$ cat src/logic/ppc_pkg.sv
// constants, register map and state encoding of the printer port control
package ppc_pkg;
    // register offsets within an application number
    localparam logic [3:0]  ADDR_DATA    = 4'h0;
    localparam logic [3:0]  ADDR_STAT    = 4'h1;
    localparam logic [3:0]  ADDR_CTRL    = 4'h2;
    localparam logic [3:0]  ADDR_VEND    = 4'h4;
    localparam logic [3:0]  ADDR_MODE    = 4'hA;
    localparam logic [15:0] APP_PORT     = 16'h0100;
    localparam logic [15:0] APP_VEND     = 16'h0000;
    // printer control fields
    localparam int          CTL_STROBE   = 0;
    localparam int          CTL_LINE_FEED_AUTO_BIT   = 1;
    localparam int          CTL_INIT     = 2;
    localparam int          CTL_CHOOSE   = 3;
    localparam int          CTL_DIR      = 5;
    localparam logic [7:0]  CTRL_MASK    = 8'h2F;
    localparam logic [7:0]  CTRL_RST     = 8'h04;
    localparam logic [7:0]  DATA_RST     = 8'h00;
    // port mode field
    localparam int          MODE_LSB     = 5;
    localparam logic [2:0]  MODE_COMPAT  = 3'h0;
    localparam logic [2:0]  MODE_NIBBLE  = 3'h1;
    localparam logic [2:0]  MODE_FIFO    = 3'h2;
    localparam logic [2:0]  MODE_RST     = MODE_NIBBLE;
    // port vendor fields
    localparam int          VND_LOOP     = 0;
    localparam int          VND_BOFL     = 2;
    localparam int          VND_BIFL     = 3;
    localparam int          VND_CLK_LSB  = 4;
    localparam int          VND_HOLD     = 7;
    localparam logic [7:0]  VEND_MASK    = 8'hFD;
    localparam logic [7:0]  VEND_RST     = 8'h00;
    localparam logic [2:0]  CLK_SEL_MAX  = 3'h4;
    localparam logic [1:0]  BUF_DEPTH    = 2'h2;

    // automatic output handshake, gray along the usual path except the return from ST_REL to ST_IDLE
    typedef enum logic [2:0] {
        ST_IDLE  = 3'h0,
        ST_SETUP = 3'h1,
        ST_PULSE = 3'h3,
        ST_ACK   = 3'h2,
        ST_REL   = 3'h6
    } ppc_state_e;
endpackage

$ cat src/logic/ppc_top.sv
// printer port control: registers, pin drive, mode logic and byte path
`timescale 1ns/10ps
`default_nettype none
module ppc_top
    import ppc_pkg::*;
(
    input  wire logic        ref_clk,
    input  wire logic        resetn,
    input  wire logic [15:0] reg_app,
    input  wire logic [3:0]  reg_addr,
    input  wire logic        reg_wr,
    input  wire logic        reg_rd,
    input  wire logic [7:0]  reg_wdata,
    output logic      [7:0]  reg_rdata,
    output logic             reg_rvalid,
    input  wire logic        bo_valid,
    output logic             bo_ready,
    input  wire logic [7:0]  bo_data,
    output logic             bi_valid,
    input  wire logic        bi_ready,
    output logic      [7:0]  bi_data,
    input  wire logic [7:0]  port_data_lines_in,
    output logic      [7:0]  port_data_lines_out,
    output logic      [7:0]  port_data_lines_oe,
    output logic             latch_pulse_pin_n,
    output logic             line_feed_auto_pin_n,
    output logic             printer_setup_pin_n,
    output logic             printer_choose_pin_n,
    input  wire logic        busy_pin,
    input  wire logic        handoff_pulse_n,
    input  wire logic        sheet_out_flag,
    input  wire logic        online_flag,
    input  wire logic        error_flag_n
);

    typedef struct packed {
        logic [7:0]      ctrl;
        logic [7:0]      data;
        logic [2:0]      mode;
        logic [7:0]      vend;
        logic [7:0]      rdata;
        logic            rvalid;
        logic [1:0][7:0] mem;
        logic [1:0]      cnt;
        logic            rp;
        ppc_state_e      st;
        logic [7:0]      ob;
        logic [3:0]      div;
        logic            ack_q;
        logic [3:0]      nib_hi;
        logic            nib_half;
        logic            bi_valid;
        logic [7:0]      bi_data;
    } ppc_state_s;
    ppc_state_s s_r;
    ppc_state_s s_nxt;
    logic       app_port;
    logic       app_vend;
    logic       hold;
    logic       fifo_mode;
    logic       compat;
    logic       loop;
    logic [2:0] clk_sel;
    logic [3:0] div_mask;
    logic       tick;
    logic       bi_free;
    logic       pop_loop;
    logic       pop_fifo;
    logic       push;
    logic       ack_fall;
    logic [3:0] nib_now;
    // access decode and mode shorthands
    assign app_port  = (reg_app == APP_PORT);
    assign app_vend  = (reg_app == APP_VEND);
    assign hold      = s_r.vend[VND_HOLD];
    assign loop      = s_r.vend[VND_LOOP];
    assign fifo_mode = (s_r.mode == MODE_FIFO);
    assign compat    = (s_r.mode == MODE_COMPAT);
    assign ack_fall  = s_r.ack_q & ~handoff_pulse_n;
    assign nib_now   = {busy_pin, sheet_out_flag, online_flag, error_flag_n};
    // port clock: one tick every 2^code cycles; codes above 4 act as 4
    assign clk_sel  = (s_r.vend[VND_CLK_LSB +: 3] > CLK_SEL_MAX) ?
                      CLK_SEL_MAX : s_r.vend[VND_CLK_LSB +: 3];
    assign div_mask = 4'((5'h01 << clk_sel) - 5'h01);
    assign tick     = ((s_r.div & div_mask) == 4'h0);
    // buffer handshakes; a flush or hold stalls the source instead of
    // dropping a byte that is mid-transfer
    assign bi_free  = ~s_r.bi_valid | bi_ready;
    assign bo_ready = (s_r.cnt != BUF_DEPTH) & ~hold & ~s_r.vend[VND_BOFL];
    assign push     = bo_valid & bo_ready;
    assign pop_loop = loop & (s_r.cnt != 2'h0) & bi_free &
                      ~s_r.vend[VND_BIFL];
    assign pop_fifo = ~loop & fifo_mode & (s_r.st == ST_IDLE) &
                      (s_r.cnt != 2'h0) & tick;
    // next state of all registers
    always_comb begin
        s_nxt        = s_r;
        s_nxt.rvalid = 1'b0;
        s_nxt.ack_q  = handoff_pulse_n;
        s_nxt.div    = s_r.div + 4'h1;
        // register writes; the vendor register survives the port hold
        if (reg_wr && app_vend && reg_addr == ADDR_VEND) begin
            s_nxt.vend = reg_wdata & VEND_MASK;
        end
        if (reg_wr && app_port && !hold) begin
            unique case (reg_addr)
                ADDR_DATA: s_nxt.data = reg_wdata;
                ADDR_CTRL: s_nxt.ctrl = reg_wdata & CTRL_MASK;
                ADDR_MODE: s_nxt.mode = reg_wdata[MODE_LSB +: 3];
                default: ;
            endcase
        end
        // register reads, answered one cycle later; misses read zero
        if (reg_rd) begin
            s_nxt.rvalid = 1'b1;
            s_nxt.rdata  = 8'h00;
            if (app_vend && reg_addr == ADDR_VEND) begin
                s_nxt.rdata = s_r.vend;
            end
            if (app_port) begin
                unique case (reg_addr)
                    ADDR_DATA: s_nxt.rdata = port_data_lines_in;
                    ADDR_STAT: s_nxt.rdata = {~busy_pin, handoff_pulse_n,
                                   sheet_out_flag, online_flag,
                                   error_flag_n, 3'h0};
                    ADDR_CTRL: s_nxt.rdata = s_r.ctrl;
                    ADDR_MODE: s_nxt.rdata = {s_r.mode, 5'h00};
                    default: ;
                endcase
            end
        end

        // two-entry bulk-out buffer
        if (push) begin
            s_nxt.mem[s_r.rp ^ (s_r.cnt != 2'h0)] = bo_data;
        end
        if (pop_loop || pop_fifo) begin
            s_nxt.rp = ~s_r.rp;
        end
        s_nxt.cnt = s_r.cnt + {1'b0, push} - {1'b0, pop_loop | pop_fifo};
        // bulk-in output stage, fed by loopback or nibble capture
        if (bi_ready) begin
            s_nxt.bi_valid = 1'b0;
        end
        if (pop_loop) begin
            s_nxt.bi_valid = 1'b1;
            s_nxt.bi_data  = s_r.mem[s_r.rp];
        end else if (!loop && s_r.mode == MODE_NIBBLE && ack_fall) begin
            // high nibble first; a low nibble finding the output full is dropped and the high nibble kept
            if (!s_r.nib_half) begin
                s_nxt.nib_hi   = nib_now;
                s_nxt.nib_half = 1'b1;
            end else if (bi_free) begin
                s_nxt.bi_valid = 1'b1;
                s_nxt.bi_data  = {s_r.nib_hi, nib_now};
                s_nxt.nib_half = 1'b0;
            end
        end
        if (s_r.mode != MODE_NIBBLE) begin
            s_nxt.nib_half = 1'b0;
        end
        // automatic output handshake paced by the port clock
        unique case (s_r.st)
            ST_IDLE: begin
                if (pop_fifo) begin
                    s_nxt.ob = s_r.mem[s_r.rp];
                    s_nxt.st = ST_SETUP;
                end
            end
            ST_SETUP: begin
                if (tick && !busy_pin) begin
                    s_nxt.st = ST_PULSE;
                end
            end
            ST_PULSE: begin
                if (tick) begin
                    s_nxt.st = ST_ACK;
                end
            end
            ST_ACK: begin
                if (ack_fall) begin
                    s_nxt.st = ST_REL;
                end
            end
            ST_REL: begin
                if (handoff_pulse_n) begin
                    s_nxt.st = ST_IDLE;
                end
            end
            default: s_nxt.st = ST_IDLE;
        endcase
        // flushes empty their fifo; the hold resets all port logic
        if (s_r.vend[VND_BOFL]) begin
            s_nxt.cnt = 2'h0;
            s_nxt.rp  = 1'b0;
        end
        if (s_r.vend[VND_BIFL]) begin
            s_nxt.bi_valid = 1'b0;
            s_nxt.nib_half = 1'b0;
        end
        if (hold) begin
            s_nxt.ctrl     = CTRL_RST;
            s_nxt.data     = DATA_RST;
            s_nxt.mode     = MODE_RST;
            s_nxt.cnt      = 2'h0;
            s_nxt.rp       = 1'b0;
            s_nxt.st       = ST_IDLE;
            s_nxt.div      = 4'h0;
            s_nxt.nib_half = 1'b0;
            s_nxt.bi_valid = 1'b0;
        end
    end
    // single state register
    always_ff @(posedge ref_clk or negedge resetn) begin
        if (!resetn) begin
            s_r      <= '0;
            s_r.ctrl <= CTRL_RST;
            s_r.data <= DATA_RST;
            s_r.mode <= MODE_RST;
            s_r.vend <= VEND_RST;
            s_r.st   <= ST_IDLE;
            s_r.ack_q <= 1'b1;
        end else begin
            s_r <= s_nxt;
        end
    end

    // pin drive; fifo mode owns the strobe and data lines
    assign latch_pulse_pin_n    = fifo_mode ? (s_r.st != ST_PULSE) :
                                  ~s_r.ctrl[CTL_STROBE];
    assign line_feed_auto_pin_n = ~s_r.ctrl[CTL_LINE_FEED_AUTO_BIT];
    assign printer_setup_pin_n  = s_r.ctrl[CTL_INIT];
    assign printer_choose_pin_n = ~s_r.ctrl[CTL_CHOOSE];
    assign port_data_lines_out  = fifo_mode ? s_r.ob : s_r.data;
    assign port_data_lines_oe   = (compat || fifo_mode || !s_r.ctrl[CTL_DIR])
                                  ? 8'hFF : 8'h00;
    assign reg_rdata  = s_r.rdata;
    assign reg_rvalid = s_r.rvalid;
    assign bi_valid   = s_r.bi_valid;
    assign bi_data    = s_r.bi_data;
endmodule
`default_nettype wire

$ cat config.mk
export PLATFORM = sky130hd
export DESIGN_NAME = ppc_top
export DESIGN_NICKNAME = d
export VERILOG_FILES = /design/src/logic/ppc_pkg.sv /design/src/logic/ppc_top.sv
export SDC_FILE = /design/constraint.sdc
export NUM_CORES = 1
export LEC_CHECK = 0
export ABC_AREA = 1
export BUFFER_PORTS_ARGS = -buffer_cell sky130_fd_sc_hd__buf_4
export CAP_MARGIN = 5
export CORE_ASPECT_RATIO = 1.25
export CORE_MARGIN = 5
export CORE_UTILIZATION = 45
export CTS_CLUSTER_DIAMETER = 200
export DETAILED_ROUTE_END_ITERATION = 10
export GPL_ROUTABILITY_DRIVEN = 0
export HOLD_SLACK_MARGIN = 0.12
export PLACE_DENSITY = 0.68
export SYNTH_ARGS = -nofsm -noshare
export SYNTH_HDL_FRONTEND = slang
export SYNTH_SLANG_ARGS = --single-unit
$ cat constraint.sdc
create_clock -name ref_clk -period 5.87 [get_ports ref_clk]
set_input_delay 0.587 -clock ref_clk [delete_from_list [all_inputs] [get_ports ref_clk]]
set_output_delay 0.587 -clock ref_clk [all_outputs]
set_load 0.1 [all_outputs]
Word level (Yosys, flattened, before mapping)
Index checks and enable logic that the tools add are counted.

word-level totals
  memory bits (read-only) = 0
  latch bits = 0
  input bits = 55
  memory bits (writable) = 0
  output and inout port bits = 39
  memories = 0
  bits in registers = 84
  logic and storage cells = 152

cells by class
  $mul = 0
  shift-type cells = 1
  muxes and demuxes = 38
  bitwise operators = 28
  equal/unequal tests = 20
  reduce and logical (&&, ||, !) cells = 39
  order comparisons = 4
  divide/modulo/power cells = 0
  add/subtract/negate cells = 4

operators by type and width
  cell                 number
  $mux 8               9
  $mux 19              2
  $pmux 8 s4           1
  $mux 3               7
  $mux 10              2
  $mux 9               2
  $bwmux 16            1
  $eq 16x9->1 const B  1
  $logic_not 16->1     1
  $reduce_bool 2->1    8
  $ne 3x3->1 const B   5
  $pmux 3 s5           1
  $not 1->1            13
  $and 1x1->1          11
  $mux 11              1
  $reduce_and 2->1     5
  $eq 3x2->1 const B   3
  $logic_and 1x1->1    9
  $demux 8 s1          1
  $logic_not 4->1      2
  $mux 1               7
  $eq 3x1->1 const B   2
  $logic_not 3->1      2
  $mux 6               1
  other kinds (28)     37

Longest topological paths before layout
Gate-level depths: netlist of run 1.

  word-level depth = 11
  gate-level depth with buffers = 13
  depth with buffers taken out = 12

Worst setup path after synthesis of run 1
Ideal clock, no wire load.

  path type = reg2out
  from = reg s_r[68] (netlist name)
  to = out port_data_lines_oe[1]
  path buffers = 1
  stages on the path, launching flop included = 3
  data arrival time = 3463 ps
  setup slack = 1820 ps
  required time = 5283 ps
  cells stage by stage = dfrtp_1 > o21ai_0 > buf_4

on the way
  cells in the longest elaborated chain, start to end = 4
  elaborated cells between the ends (all ways) = 5
  those cells by class = eq/ne (1); mux (1); reduce/logical (3)

RTL lines
  element                                        RTL line                      text
  start: declaration                             ppc_top.sv:55                 ppc_state_s s_r;
  start signal: assignment                       ppc_top.sv:224                s_r <= s_nxt;
  $eq 3x2->1 or $logic_not 3->1 (tied branches)  ppc_top.sv:77, ppc_top.sv:78
  $logic_or 1x1->1 (*) (2 in a row)              ppc_top.sv:235                assign port_data_lines_oe = (compat || fifo_mode || !s_r.ctrl[CTL_DIR])
  $mux 8 (*)                                     ppc_top.sv:236                ? 8'hFF : 8'h00;
  end: declaration                               ppc_top.sv:24                 output logic [7:0] port_data_lines_oe,

Mark *: on every way between the ends. The rest lies on a longest branch, timed or not.

Worst setup path in the final report of run 1
  from = reg s_r[66] (netlist name)
  to = out port_data_lines_out[4]

on the way
  cells in the longest elaborated chain, start to end = 2

RTL lines
  element           RTL line        text
  $eq 3x2->1        ppc_top.sv:77   assign fifo_mode = (s_r.mode == MODE_FIFO);
  $mux 8            ppc_top.sv:234  assign port_data_lines_out = fifo_mode ? s_r.ob : s_r.data;
  end: declaration  ppc_top.sv:23   output logic [7:0] port_data_lines_out,

No other way between the ends.

==> results of run 1 <==
layer usage:
layer,GRT usage,vias to the layer above,wire [um]
met5,0,-,0
met1,0.2146,1828,4292
li1,-,1900,-
met2,0.3370,98,5884
met3,0.04419,25,566
met4,0.08658,0,330
flip-flops by register name, indices dropped and copies added (netlist names):
name,flops
s_r,60
bi_data,8
reg_rdata,8
bi_valid,1
hold,1
loop,1
printer_setup_pin_n,1
reg_rvalid,1
Yosys cell counts:
cell type  number  area share
nor2_4          2      0.0052
nor2_1         63       0.055
nor3b_1         1      0.0017
o21ai_1         3      0.0035
nand3_1        33       0.038
clkbuf_1        5      0.0043
a21oi_1        12       0.014
o21a_1          1      0.0017
o21ai_0        36       0.042
dfstp_2         3       0.018
buf_4          23       0.040
dfrtp_1        78        0.45
inv_1          53       0.046
nand2_1       190        0.16
a21oi_4         1      0.0038
buf_6           4       0.010
or2_1           1      0.0014
nor4_4          1      0.0049
clkinv_1        1     0.00086
nand2_2         4      0.0058
xnor2_1         2      0.0040
o21ai_2         8       0.016
xor2_1          3      0.0061
nor3_2          2      0.0046
a31oi_1         1      0.0014
o31ai_1         1      0.0017
ha_1            3      0.0087
nand3b_1        1      0.0017
inv_2           3      0.0026
mux2i_1         8       0.018
buf_2           4      0.0046
nand4_1        14       0.020
layout by cell type (no fill, tap or decap), drive strengths merged:
master,instances
nand2,194
buf,94
dfrtp,78
nor2,65
inv,56
o21ai,47
nand3,33
nand4,14
a21oi,13
clkbuf,12
mux2i,8
xor2,3
ha,3
dfstp,3
nor3,2
xnor2,2
bufinv,2
clkinv,2
a31oi,1
nor3b,1
or2,1
nand3b,1
o31ai,1
nor4,1
o21a,1
cell type report:
class / count / area, sq um / area share
inverters: 57 / 214.0 / 0.04070
well taps: 126 / 157.7 / 0.02999
clock buffers: 12 / 246.5 / 0.04689
flip-flops and latches: 81 / 2031 / 0.3863
repair buffers: 94 / 705.7 / 0.1343
clock inverters: 3 / 65.06 / 0.01238
multi-input cells: 391 / 1837 / 0.3494
stage by stage:
| stage | total power [mW] | util | instances |
|---|---|---|---|
| global placement | 1.262 | 0.5200 | 749 |
| detailed placement | 1.272 | 0.5200 | 749 |
| CTS | 1.871 | 0.5528 | 764 |
| finish | 1.852 | 0.5528 | 764 |
| global route | 1.936 | 0.5528 | 764 |
| floorplan | 1.158 | - | 565 |
worst max-delay path: stages, from the launching register on:
cell and delay [ns]:
dfstp_2 0.38, inv_1 0.06, nand2_1 0.04, nor2_1 0.53, inv_1 0.27, nand2_1 0.13
nand2_1 0.06, buf_4 0.23
cell families after synthesis:
group,Yosys count
fa+ha+maj,3
buf+inv,93
xor+xnor,5
compound gates,63
simple gates,312
flops,81
mux,8
worst paths after layout:
kind	from	endpoint	slack, ns	cells after the start
setup reg to reg	s_r[66]	s_r[32]	3.32	12
hold reg to reg	reg_rdata[3]	reg_rdata[3]	0.48	2
min in group asynchronous	resetn	s_r[15]	0.42	1
hold / removal	handoff_pulse_n	s_r[14]	0.39	1
setup / recovery	s_r[66]	port_data_lines_out[4]	3.23	7
max in group asynchronous	resetn	bi_data[4]	4.81	1
where the power goes:
group	switching (mW)	internal (mW)	leakage, nW
clock network	0.211	0.381	0.153
logic	0.402	0.148	1.66
registers	0.0550	0.655	1.04
==> reports/metrics.yaml, run 1 <==
status:
  status: "finished, final reports clean"
timing:
  final_max_slew_viol_count: 0
  rsz0062_at_grt: "false"
  tns_ns: 0
  finalSetupViolCount: 0
  max_freq_ghz: 0.3783
  layout_setup_ws_ns: 3.227
  finalCriticalPeriod_ns: 2.643
  slew_headroom: 0.3320
  hold_viol: 0
  whs_ns: 0.3875
  fin_crit_sh: 0.4503
  skew_ns: 0.004978
  tightest_slew_ns: 1.002
placement:
  hpwl_um: 8294
  place_area_sq_mm: 0.004945
  post-place-ws_ns: 3.325
  io_buffers: 93
power_and_ir_drop:
  power_density_mw_per_mm2: 352.3
  ir_worst_vdd_mv: 0.3362
  leakage_nw: 2.851
worst_setup_path:
  crit_fanout: 12
  crit_path_start_kind: "flop"
  worstPathRequired_ns: 5.28
  worst-setup-path-type: "reg2out"
  worstPathArrival_ns: 2.06
  end_kind: "output pin"
routing:
  via_count: 3851
  drtIter0Drc: 174
  post_drt_wl_per_cell_um: 14.49
  drc_errors: 0
  drt-vias-per-instance: 5.041
  drt_wl_total_um: 11070
  drtAntennaViolNets: 0
  dr.pass1.iters: 4
global_routing:
  grt_max_degree: 82
  grt_pass1_wl_um: 17820
  grtUsageTotal: 0.1896
  antenna_found_initial: 0
  overflow: 0
  grt_pass1_vias: 3845
clock_network:
  htreeDepth: 3
  clk_latency_ns: 0.33
  cts.sinks: 81
  cts_tree: "built"
  ctsResizeCount: 0
  numCtsBuffers: 9
  clk_path_buf_depth: 2
  cts.clk_slew.worst_paths_ns: 0.06
  root_buffer: "clkbuf_16"
  cts_setup_buffers: 0
  ctsHoldBuffers: 0
floorplanning:
  die_w_um: 97.82
  fp.dieH_um: 119.8
  ios: 94
  die_area_sq_mm: 0.01172
  fp-row-count: 40
  start_util: 0.4562
  coreArea_sq_mm: 0.009509
synthesis:
  synth_fa_ha_area_frac: 0.008653
  ys_ff_latch: 81
  synth_top_family_by_area: "simple AND/OR/NAND/NOR gates"
  syn_nets: 623
  synthCells: 565
  synth.mux.area_fraction: 0.01846
  synth-simple-area-share: 0.3026
  netlist_area_sq_mm: 0.004338
  synth_xor_area_frac: 0.01010
  synth_seq_area_share: 0.4681
  netlist-cell-type-count: 32
  synth_compound_area_frac: 0.08365
  yosys_warnings: 0
  syn_avg_cell_area_sq_um: 7.678
layout:
  fin_area_sq_mm: 0.005256
  fill_cells: 918
  area_growth_pct: 21.17
  drive_above_1_share: 0.2053
  nets: 692
  num_antenna_cells: 0
hold_path:
  holdCritPathClass: "in2reg"
flow_run:
  max_cap_violations: 0
Power figures use the tool's default switching activity.
==> inputs of run 2 (changes only) <==
PLACE_DENSITY = 0.71   (was 0.68)
clock period = 2.3 ns   (was 5.87 ns; I/O delays follow)
==> run 2 against run 1 <==
Against the previous run:
- via count decreased by 0.57%
- register-to-register slack got worse by 2.9 ns
- final cell count increased by 1.7%
- critical path type unchanged
- wire length decreased by 2.0%
- highest routed layer unchanged
- largest cell class unchanged
- critical endpoint is now port_data_lines_out[7]
==> reports/metrics.yaml, run 2 (synthesis results as in run 1) <==
layout:
  num_antenna_cells: 0  # unchanged
  post-route-util: 0.5639  # was 0.5528
  largest-register: "s_r"  # unchanged
  nets: 704  # was 692
  drive_above_1_share: 0.2197  # was 0.2053
  final_common_cell: "nand2_1"  # unchanged
  area_growth_pct: 23.62  # was 21.17%
  final_cell_mix: "190 x nand2_1, 102 x buf_4, 78 x dfrtp_1"  # was 190 x nand2_1, 94 x buf_4, 78 x dfrtp_1
  largest_reg_flops: 60  # unchanged
worst_setup_path:
  cpPeakStageDelay_ns: 0.57  # was 0.53 ns
  crit_path_start_kind: "flop"  # unchanged
  worst-setup-path-type: "reg2out"  # unchanged
  worst_path_max_delay_cell: "dfstp_2"  # was nor2_1
  worstPathRequired_ns: 2.07  # was 5.28 ns
  rrSetupSlack_ns: 0.46  # was 3.32 ns
  path_common_cell: "nand2_1"  # unchanged
  worstRegToRegCells: 12  # unchanged
  r2r_end: "s_r[32]"  # unchanged
  path_delay_family: "flip-flops"  # was simple AND/OR/NAND/NOR gates
  crit_fanout: 8  # was 12
  critPathCapture: "port_data_lines_out[7]"  # was port_data_lines_out[4]
  crit_buf_inv: 3  # unchanged
  r2r-start: "s_r[66]"  # unchanged
  end_kind: "output pin"  # unchanged
  worstPathArrival_ns: 1.81  # was 2.06 ns
  path_cells: "inv_1, nand2_1, nor2_1, inv_1, nand2_1, nand2_1, buf_4"  # unchanged
  setup.worst_path.start: "s_r[66]"  # unchanged
  path_depth: 7  # unchanged
clock_network:
  cts_tree: "built"  # unchanged
  root_buffer: "clkbuf_16"  # unchanged
  numCtsBuffers: 9  # unchanged
  clk_path_buf_depth: 2  # unchanged
  cts_setup_buffers: 0  # unchanged
  clk_latency_ns: 0.33  # about the same
  cts.sinks: 81  # unchanged
  cts.clk_slew.worst_paths_ns: 0.06  # about the same
  htreeDepth: 3  # unchanged
timing:
  max_freq_ghz: 0.4913
  skew_ns: 0.006474  # was 0.004978 ns
  finalCriticalPeriod_ns: 2.035
  finalSetupViolCount: 0  # unchanged
  hold_viol: 0  # unchanged
  fin_crit_sh: 0.8850
  tns_ns: 0  # unchanged
  rsz0062_at_grt: "false"  # unchanged
  final_max_slew_viol_count: 0  # unchanged
  tightest_slew_ns: 0.6513  # was 1.002 ns
  slew_headroom: 0.5649  # was 0.3320
routing:
  drtIter0Drc: 183  # was 174
  post_drt_wl_per_cell_um: 13.97  # was 14.49 um
  drc_errors: 0  # unchanged
  drt-vias-per-instance: 4.928  # was 5.041
  drt_wl_total_um: 10850  # was 11070 um
  dr.pass1.iters: 5  # was 4
  via_count: 3829  # was 3851
  drtAntennaViolNets: 0  # unchanged
flow_run:
  max_cap_violations: 0  # unchanged
global_routing:
  grtUsageTotal: 0.1910  # was 0.1896
  grt_pass1_wl_um: 18140  # was 17820 um
  grt_max_degree: 43  # was 82
  antenna_found_initial: 0  # unchanged
  overflow: 0  # unchanged
  grt_pass1_vias: 3853  # was 3845
floorplanning:
  fp.dieH_um: 119.8  # unchanged
  die_area_sq_mm: 0.01172  # unchanged
  coreArea_sq_mm: 0.009509  # unchanged
  die_w_um: 97.82  # unchanged
  fp-row-count: 40  # unchanged
  start_util: 0.4562  # unchanged
  ios: 94  # unchanged
hold_path:
  holdCritPathClass: "in2reg"  # unchanged
power_and_ir_drop:
  leakage_nw: 2.902  # was 2.851 nW
  ir_worst_vdd_mv: 0.9494  # was 0.3362 mV
  power_density_mw_per_mm2: 868.9  # was 352.3 mW/mm^2
placement:
  hpwl_um: 8349  # was 8294 um
  io_buffers: 93  # unchanged
status:
  status: "finished, final reports clean"  # unchanged
run 2: cell types whose count changed in the layout (fill, tap and decap cells not counted):
cell	delta
dlygate4sd3_1	+3
buf_4	+8
inv_6	+1
bufinv_16	-1
a31oi_2	+1
o21ai_0	-1
buf_12	+1
a31oi_1	-1
o21ai_2	+1
clkinvlp_4	+1
run 2: area by class of cell:
| cell class | count | area (sq um) |
|---|---|---|
| Sequential cell | 81 | 2031 |
| Fill cell | 895 | 4146 |
| Clock buffer | 12 | 246.5 |
| Inverter | 57 | 214.0 |
| Timing Repair Buffer | 106 | 815.8 |
| Tap cell | 126 | 157.7 |
| Clock inverter | 4 | 51.30 |
| Multi-Input combinational cell | 391 | 1847 |
run 2: worst min path at each step:
stage | start | endpoint | slack [ns] | depth (start not counted)
finish | busy_pin | bi_data[3] | 0.13 | 3
CTS | busy_pin | bi_data[3] | 0.12 | 3
global placement | resetn | s_r[69] | 0.24 | 1
detailed placement | resetn | s_r[69] | 0.24 | 1
floorplan | resetn | bi_data[0] | -0.07 | 0
global route | busy_pin | bi_data[3] | 0.14 | 3
run 2: timing repair:
action                                 in CTS  in global routing
endpoints found under the hold margin      41                  0
gates resized for setup                     0                  0
hold buffers                                3                  0
run 2: worst reg2reg max path, cell delays in order (launching register included):
cell and delay [ns]:
dfstp_2 0.39, inv_1 0.05, nand2_1 0.04, nor2_1 0.26, nand2_1 0.09, nor2_1 0.09
nand2_1 0.07, nand2_1 0.08, ha_1 0.23, inv_1 0.06, ha_1 0.16, xor2_1 0.15
nor2_1 0.06
run 2: per-layer routing:
metal / global-route usage / part of all wire / wire, um / vias up
met5: 0 / 0 / 0 / -
met3: 0.04012 / 0.058 / 629 / 23
met1: 0.2298 / 0.41 / 4440 / 1760
li1: - / - / - / 1921
met2: 0.3272 / 0.50 / 5424 / 125
met4: 0.08745 / 0.033 / 359 / 0
run 2: metrics by stage:
stage	total power, mW	std cells	hold WS (ns)	worst slack (ns)	instance area (sq um)
5_1_grt	4.873	777	0.1429	0.1800	5363
4_1_cts	4.706	777	0.1224	0.2588	5363
3_5_place_dp	3.266	758	0.2443	0.4555	5035
3_3_place_gp	3.231	758	0.2392	0.5191	5035
6_report	4.659	777	0.1277	0.2646	5363
2_1_floorplan	2.955	565	-0.06559	0.1475	4348
run 2: report_power, final:
group	switching (mW)	internal [mW]	leakage (nW)
Sequential	0.143	1.67	1.04
Clock	0.552	0.872	0.143
Combinational	1.03	0.393	1.72
==> inputs of run 3 (changes only) <==
ABC_AREA = 0   (was 1)
CORE_ASPECT_RATIO = default   (was 1.25)
SLEW_MARGIN = 5   (was default)
==> run 3 against run 2 <==
Against the previous run:
- register-to-register slack worse by 0.28 ns
- setup slack worse by 0.084 ns
- via count shrank 21%
- synthesized cell count is 37% lower
- fmax shrank 4.0%
- design area is 4.9% lower
- hold slack gained 0.0088 ns
- core utilization grew 1.8 points
- wire length down 9.3%
- clock skew up 0.0059 ns
- die area fell by 6.2%
- synthesized area fell by 6.7%
- critical endpoint is now s_r[32]
- largest cell class unchanged
==> reports/metrics.yaml, run 3 <==
global_routing:
  grtUsageTotal: 0.1828  # was 0.1910
  grt_max_degree: 60  # was 43
  overflow: 0  # unchanged
  grt_pass1_wl_um: 16100  # was 18140 um
  antenna_found_initial: 0  # unchanged
  grt_pass1_vias: 3027  # was 3853
synthesis:
  synth_top_area_cell: "dfrtp_1"  # unchanged
  ys.flop_type: "dfrtp_1"  # unchanged
  synth_seq_area_share: 0.5019  # was 0.4681
  syn_avg_cell_area_sq_um: 11.37  # was 7.678 sq um
  synth_edf_count: 0  # unchanged
  synthCells: 356  # was 565
  netlist-cell-type-count: 49  # was 32
  synth.mux.area_fraction: 0.1716  # was 0.01846
  yosysMostFrequentCell: "dfrtp_1"  # was nand2_1
  synth_top_family_by_area: "multiplexers"  # was simple AND/OR/NAND/NOR gates
  synthArstFlopShare: 1.000  # unchanged
  synthTopCellsByArea: "dfrtp_1 48%, mux2_2 9.7%, mux2i_1 7.4%"  # was dfrtp_1 45%, nand2_1 16%, nor2_1 5.5%
  synth_xor_area_frac: 0.008658  # was 0.01010
  synth-simple-area-share: 0.1490  # was 0.3026
  synth_common_cells: "78 x dfrtp_1, 37 x nor2_1, 35 x mux2_2"  # was 190 x nand2_1, 78 x dfrtp_1, 63 x nor2_1
  ys_ff_latch: 81  # unchanged
  synth_top_area_frac: 0.4824  # was 0.4500
  yosys_warnings: 0  # unchanged
  synth_compound_area_frac: 0.09029  # was 0.08365
  netlist_area_sq_mm: 0.004046  # was 0.004338 sq mm
  syn_nets: 414  # was 623
  synth_fa_ha_area_frac: 0.009276  # was 0.008653
timing:
  fin_crit_sh: 0.9215  # was 0.8850
  slew_headroom: 0.6269  # was 0.5649
  final_max_slew_viol_count: 0  # unchanged
  max_freq_ghz: 0.4718  # was 0.4913 GHz
  finalSetupViolCount: 0  # unchanged
  skew_ns: 0.01241  # was 0.006474 ns
  finalCriticalPeriod_ns: 2.119  # was 2.035 ns
  hold_viol: 0  # unchanged
  tightest_slew_ns: 0.5576  # was 0.6513 ns
power_and_ir_drop:
  power_density_mw_per_mm2: 676.1  # was 868.9 mW/mm^2
  p_seq_frac: 0.494  # was 0.389
  comb_power_share: 0.208  # was 0.305
  p_sw_frac: 0.2920  # was 0.3698
  leakage_nw: 2.389  # was 2.902 nW
  ir_worst_vdd_mv: 0.4070  # was 0.9494 mV
  p_switching_mw: 1.006  # was 1.723 mW
  internal_power_mw: 2.440  # was 2.936 mW
  p_clk_frac: 0.298  # was 0.306
worst_setup_path:
  end_kind: "flop"  # was output pin
  rrSetupSlack_ns: 0.18  # was 0.46 ns
  cpPeakStageDelay_ns: 0.44  # was 0.57 ns
  crit_path_start_kind: "flop"  # unchanged
  r2r_end: "s_r[32]"  # unchanged
  path_delay_family: "compound AO/OA/AOI/OAI gates"  # was flip-flops
  worst_path_max_delay_cell: "dfrtp_1"  # was dfstp_2
  worstPathArrival_ns: 2.34  # was 1.81 ns
  worst-setup-path-type: "reg2reg"  # was reg2out
  crit_fanout: 4  # was 8
  crit_buf_inv: 1  # was 3
  worstRegToRegCells: 10  # was 12
  r2r-start: "s_r[17]"  # was s_r[66]
  path_cells: "a21o_1, a211oi_2, o2111ai_1, nand2_1, ha_1, inv_1, ha_1, xor2_1, xnor2_1, nor3_1"  # was inv_1, nand2_1, nor2_1, inv_1, nand2_1, nand2_1, buf_4
  setup.worst_path.start: "s_r[17]"  # was s_r[66]
  path_common_cell: "ha_1"  # was nand2_1
  worstPathRequired_ns: 2.52  # was 2.07 ns
clock_network:
  cts_tree: "built"  # unchanged
  cts.clk_slew.worst_paths_ns: 0.09  # was 0.06 ns
  root_buffer: "clkbuf_8"  # was clkbuf_16
  htreeDepth: 3  # unchanged
  cts.sinks: 81  # unchanged
  cts_setup_buffers: 0  # unchanged
  clk_path_buf_depth: 2  # unchanged
  clk_latency_ns: 0.36  # was 0.33 ns
  numCtsBuffers: 9  # unchanged
placement:
  hpwl_um: 7431  # was 8349 um
  io_buffers: 93  # unchanged
  place_area_sq_mm: 0.004766  # was 0.005035 sq mm
floorplanning:
  start_util: 0.4617  # was 0.4562
  die_area_sq_mm: 0.01099  # was 0.01172 sq mm
  ios: 94  # unchanged
  die_w_um: 104.8  # was 97.82 um
  coreArea_sq_mm: 0.008763  # was 0.009509 sq mm
  fp-row-count: 34  # was 40
  fp.dieH_um: 104.8  # was 119.8 um
layout:
  post-route-util: 0.5817  # was 0.5639
  drive_above_1_share: 0.3885  # was 0.2197
  num_antenna_cells: 0  # unchanged
  final_cell_mix: "104 x buf_4, 77 x dfrtp_1, 37 x nor2_1"  # was 190 x nand2_1, 102 x buf_4, 78 x dfrtp_1
  area_growth_pct: 25.97  # was 23.62%
  fin_area_sq_mm: 0.005097  # was 0.005363 sq mm
  largest_reg_flops: 60  # unchanged
  final_common_cell: "buf_4"  # was nand2_1
  nets: 506  # was 704
  fill_cells: 736  # was 895
  largest-register: "s_r"  # unchanged
status:
  status: "finished, final reports clean"  # unchanged
routing:
  dr.pass1.iters: 4  # was 5
  drt_wl_total_um: 9839  # was 10850 um
  via_count: 3022  # was 3829
  drtAntennaViolNets: 0  # unchanged
  drtIter0Drc: 179  # was 183
  drc_errors: 0  # unchanged
  drt-vias-per-instance: 5.387  # was 4.928
  post_drt_wl_per_cell_um: 17.54  # was 13.97 um
hold_path:
  min_to: "bi_data[3]"  # unchanged
  hold_depth: 2  # was 3
  holdCritPathClass: "in2reg"  # unchanged
  holdCritStartpoint: "busy_pin"  # unchanged
flow_run:
  max_cap_violations: 0  # unchanged
run 3: cells by family (layout without fill, tap and decap cells):
| group | count (synthesis) | after routing |
|---|---|---|
| xor+xnor | 4 | 4 |
| simple gates | 105 | 105 |
| mux | 65 | 65 |
| fa+ha+maj | 3 | 3 |
| flops | 81 | 81 |
| compound gates | 51 | 51 |
| buf+inv | 47 | 144 |
run 3: layout make-up:
class                   instances  area [sq um]  area share
clock inverters                 6         67.56     0.01325
inverters                      11         41.29    0.008100
flip-flops and latches         81          2032      0.3986
well taps                     108         135.1     0.02651
repair buffers                117         920.9      0.1807
clock buffers                  10         127.6     0.02504
multi-input cells             228          1773      0.3478
run 3: worst max path at each step:
stage | end | depth (start not counted) | slack, ns
floorplan | s_r[32] | 11 | -0.1
global placement | s_r[32] | 10 | 0.21
detailed placement | s_r[32] | 10 | 0.13
CTS | port_data_lines_out[3] | 4 | 0.05
global route | s_r[32] | 10 | -0.01
finish | s_r[32] | 10 | 0.18
run 3: layer usage:
metal  global-route usage  routed length, um
met5                    0                  0
met3              0.03576                529
met1               0.2611               4581
met4              0.06393                225
met2               0.2783               4503
run 3: through the flow:
| stage | total power, mW | hold WS (ns) | instances | TNS [ns] | worst slack [ns] |
|---|---|---|---|---|---|
| after floorplan | 2.166 | -0.06559 | 356 | -0.09979 | -0.09979 |
| after global placement | 2.411 | 0.1511 | 533 | 0 | 0.2074 |
| after detailed placement | 2.437 | 0.1537 | 533 | 0 | 0.1302 |
| after CTS | 3.477 | 0.1283 | 561 | 0 | 0.05284 |
| after global routing | 3.618 | 0.1241 | 561 | -0.009631 | -0.009631 |
| final | 3.446 | 0.1365 | 561 | 0 | 0.1805 |
run 3: power by group through the flow:
stage | clock network (mW) | registers [mW] | logic, mW
6_report | 1.03 | 1.70 | 0.715
5_1_grt | 1.11 | 1.73 | 0.782
4_1_cts | 1.05 | 1.70 | 0.722
3_5_place_dp | 0 | 1.73 | 0.705
3_3_place_gp | 0 | 1.72 | 0.689
2_1_floorplan | 0 | 1.71 | 0.454
run 3: timing repair:
item	CTS	global route
hold endpoints to repair	42	0
hold buffers	12	0
endpoints found under the setup margin	0	5
gates resized for setup	0	3
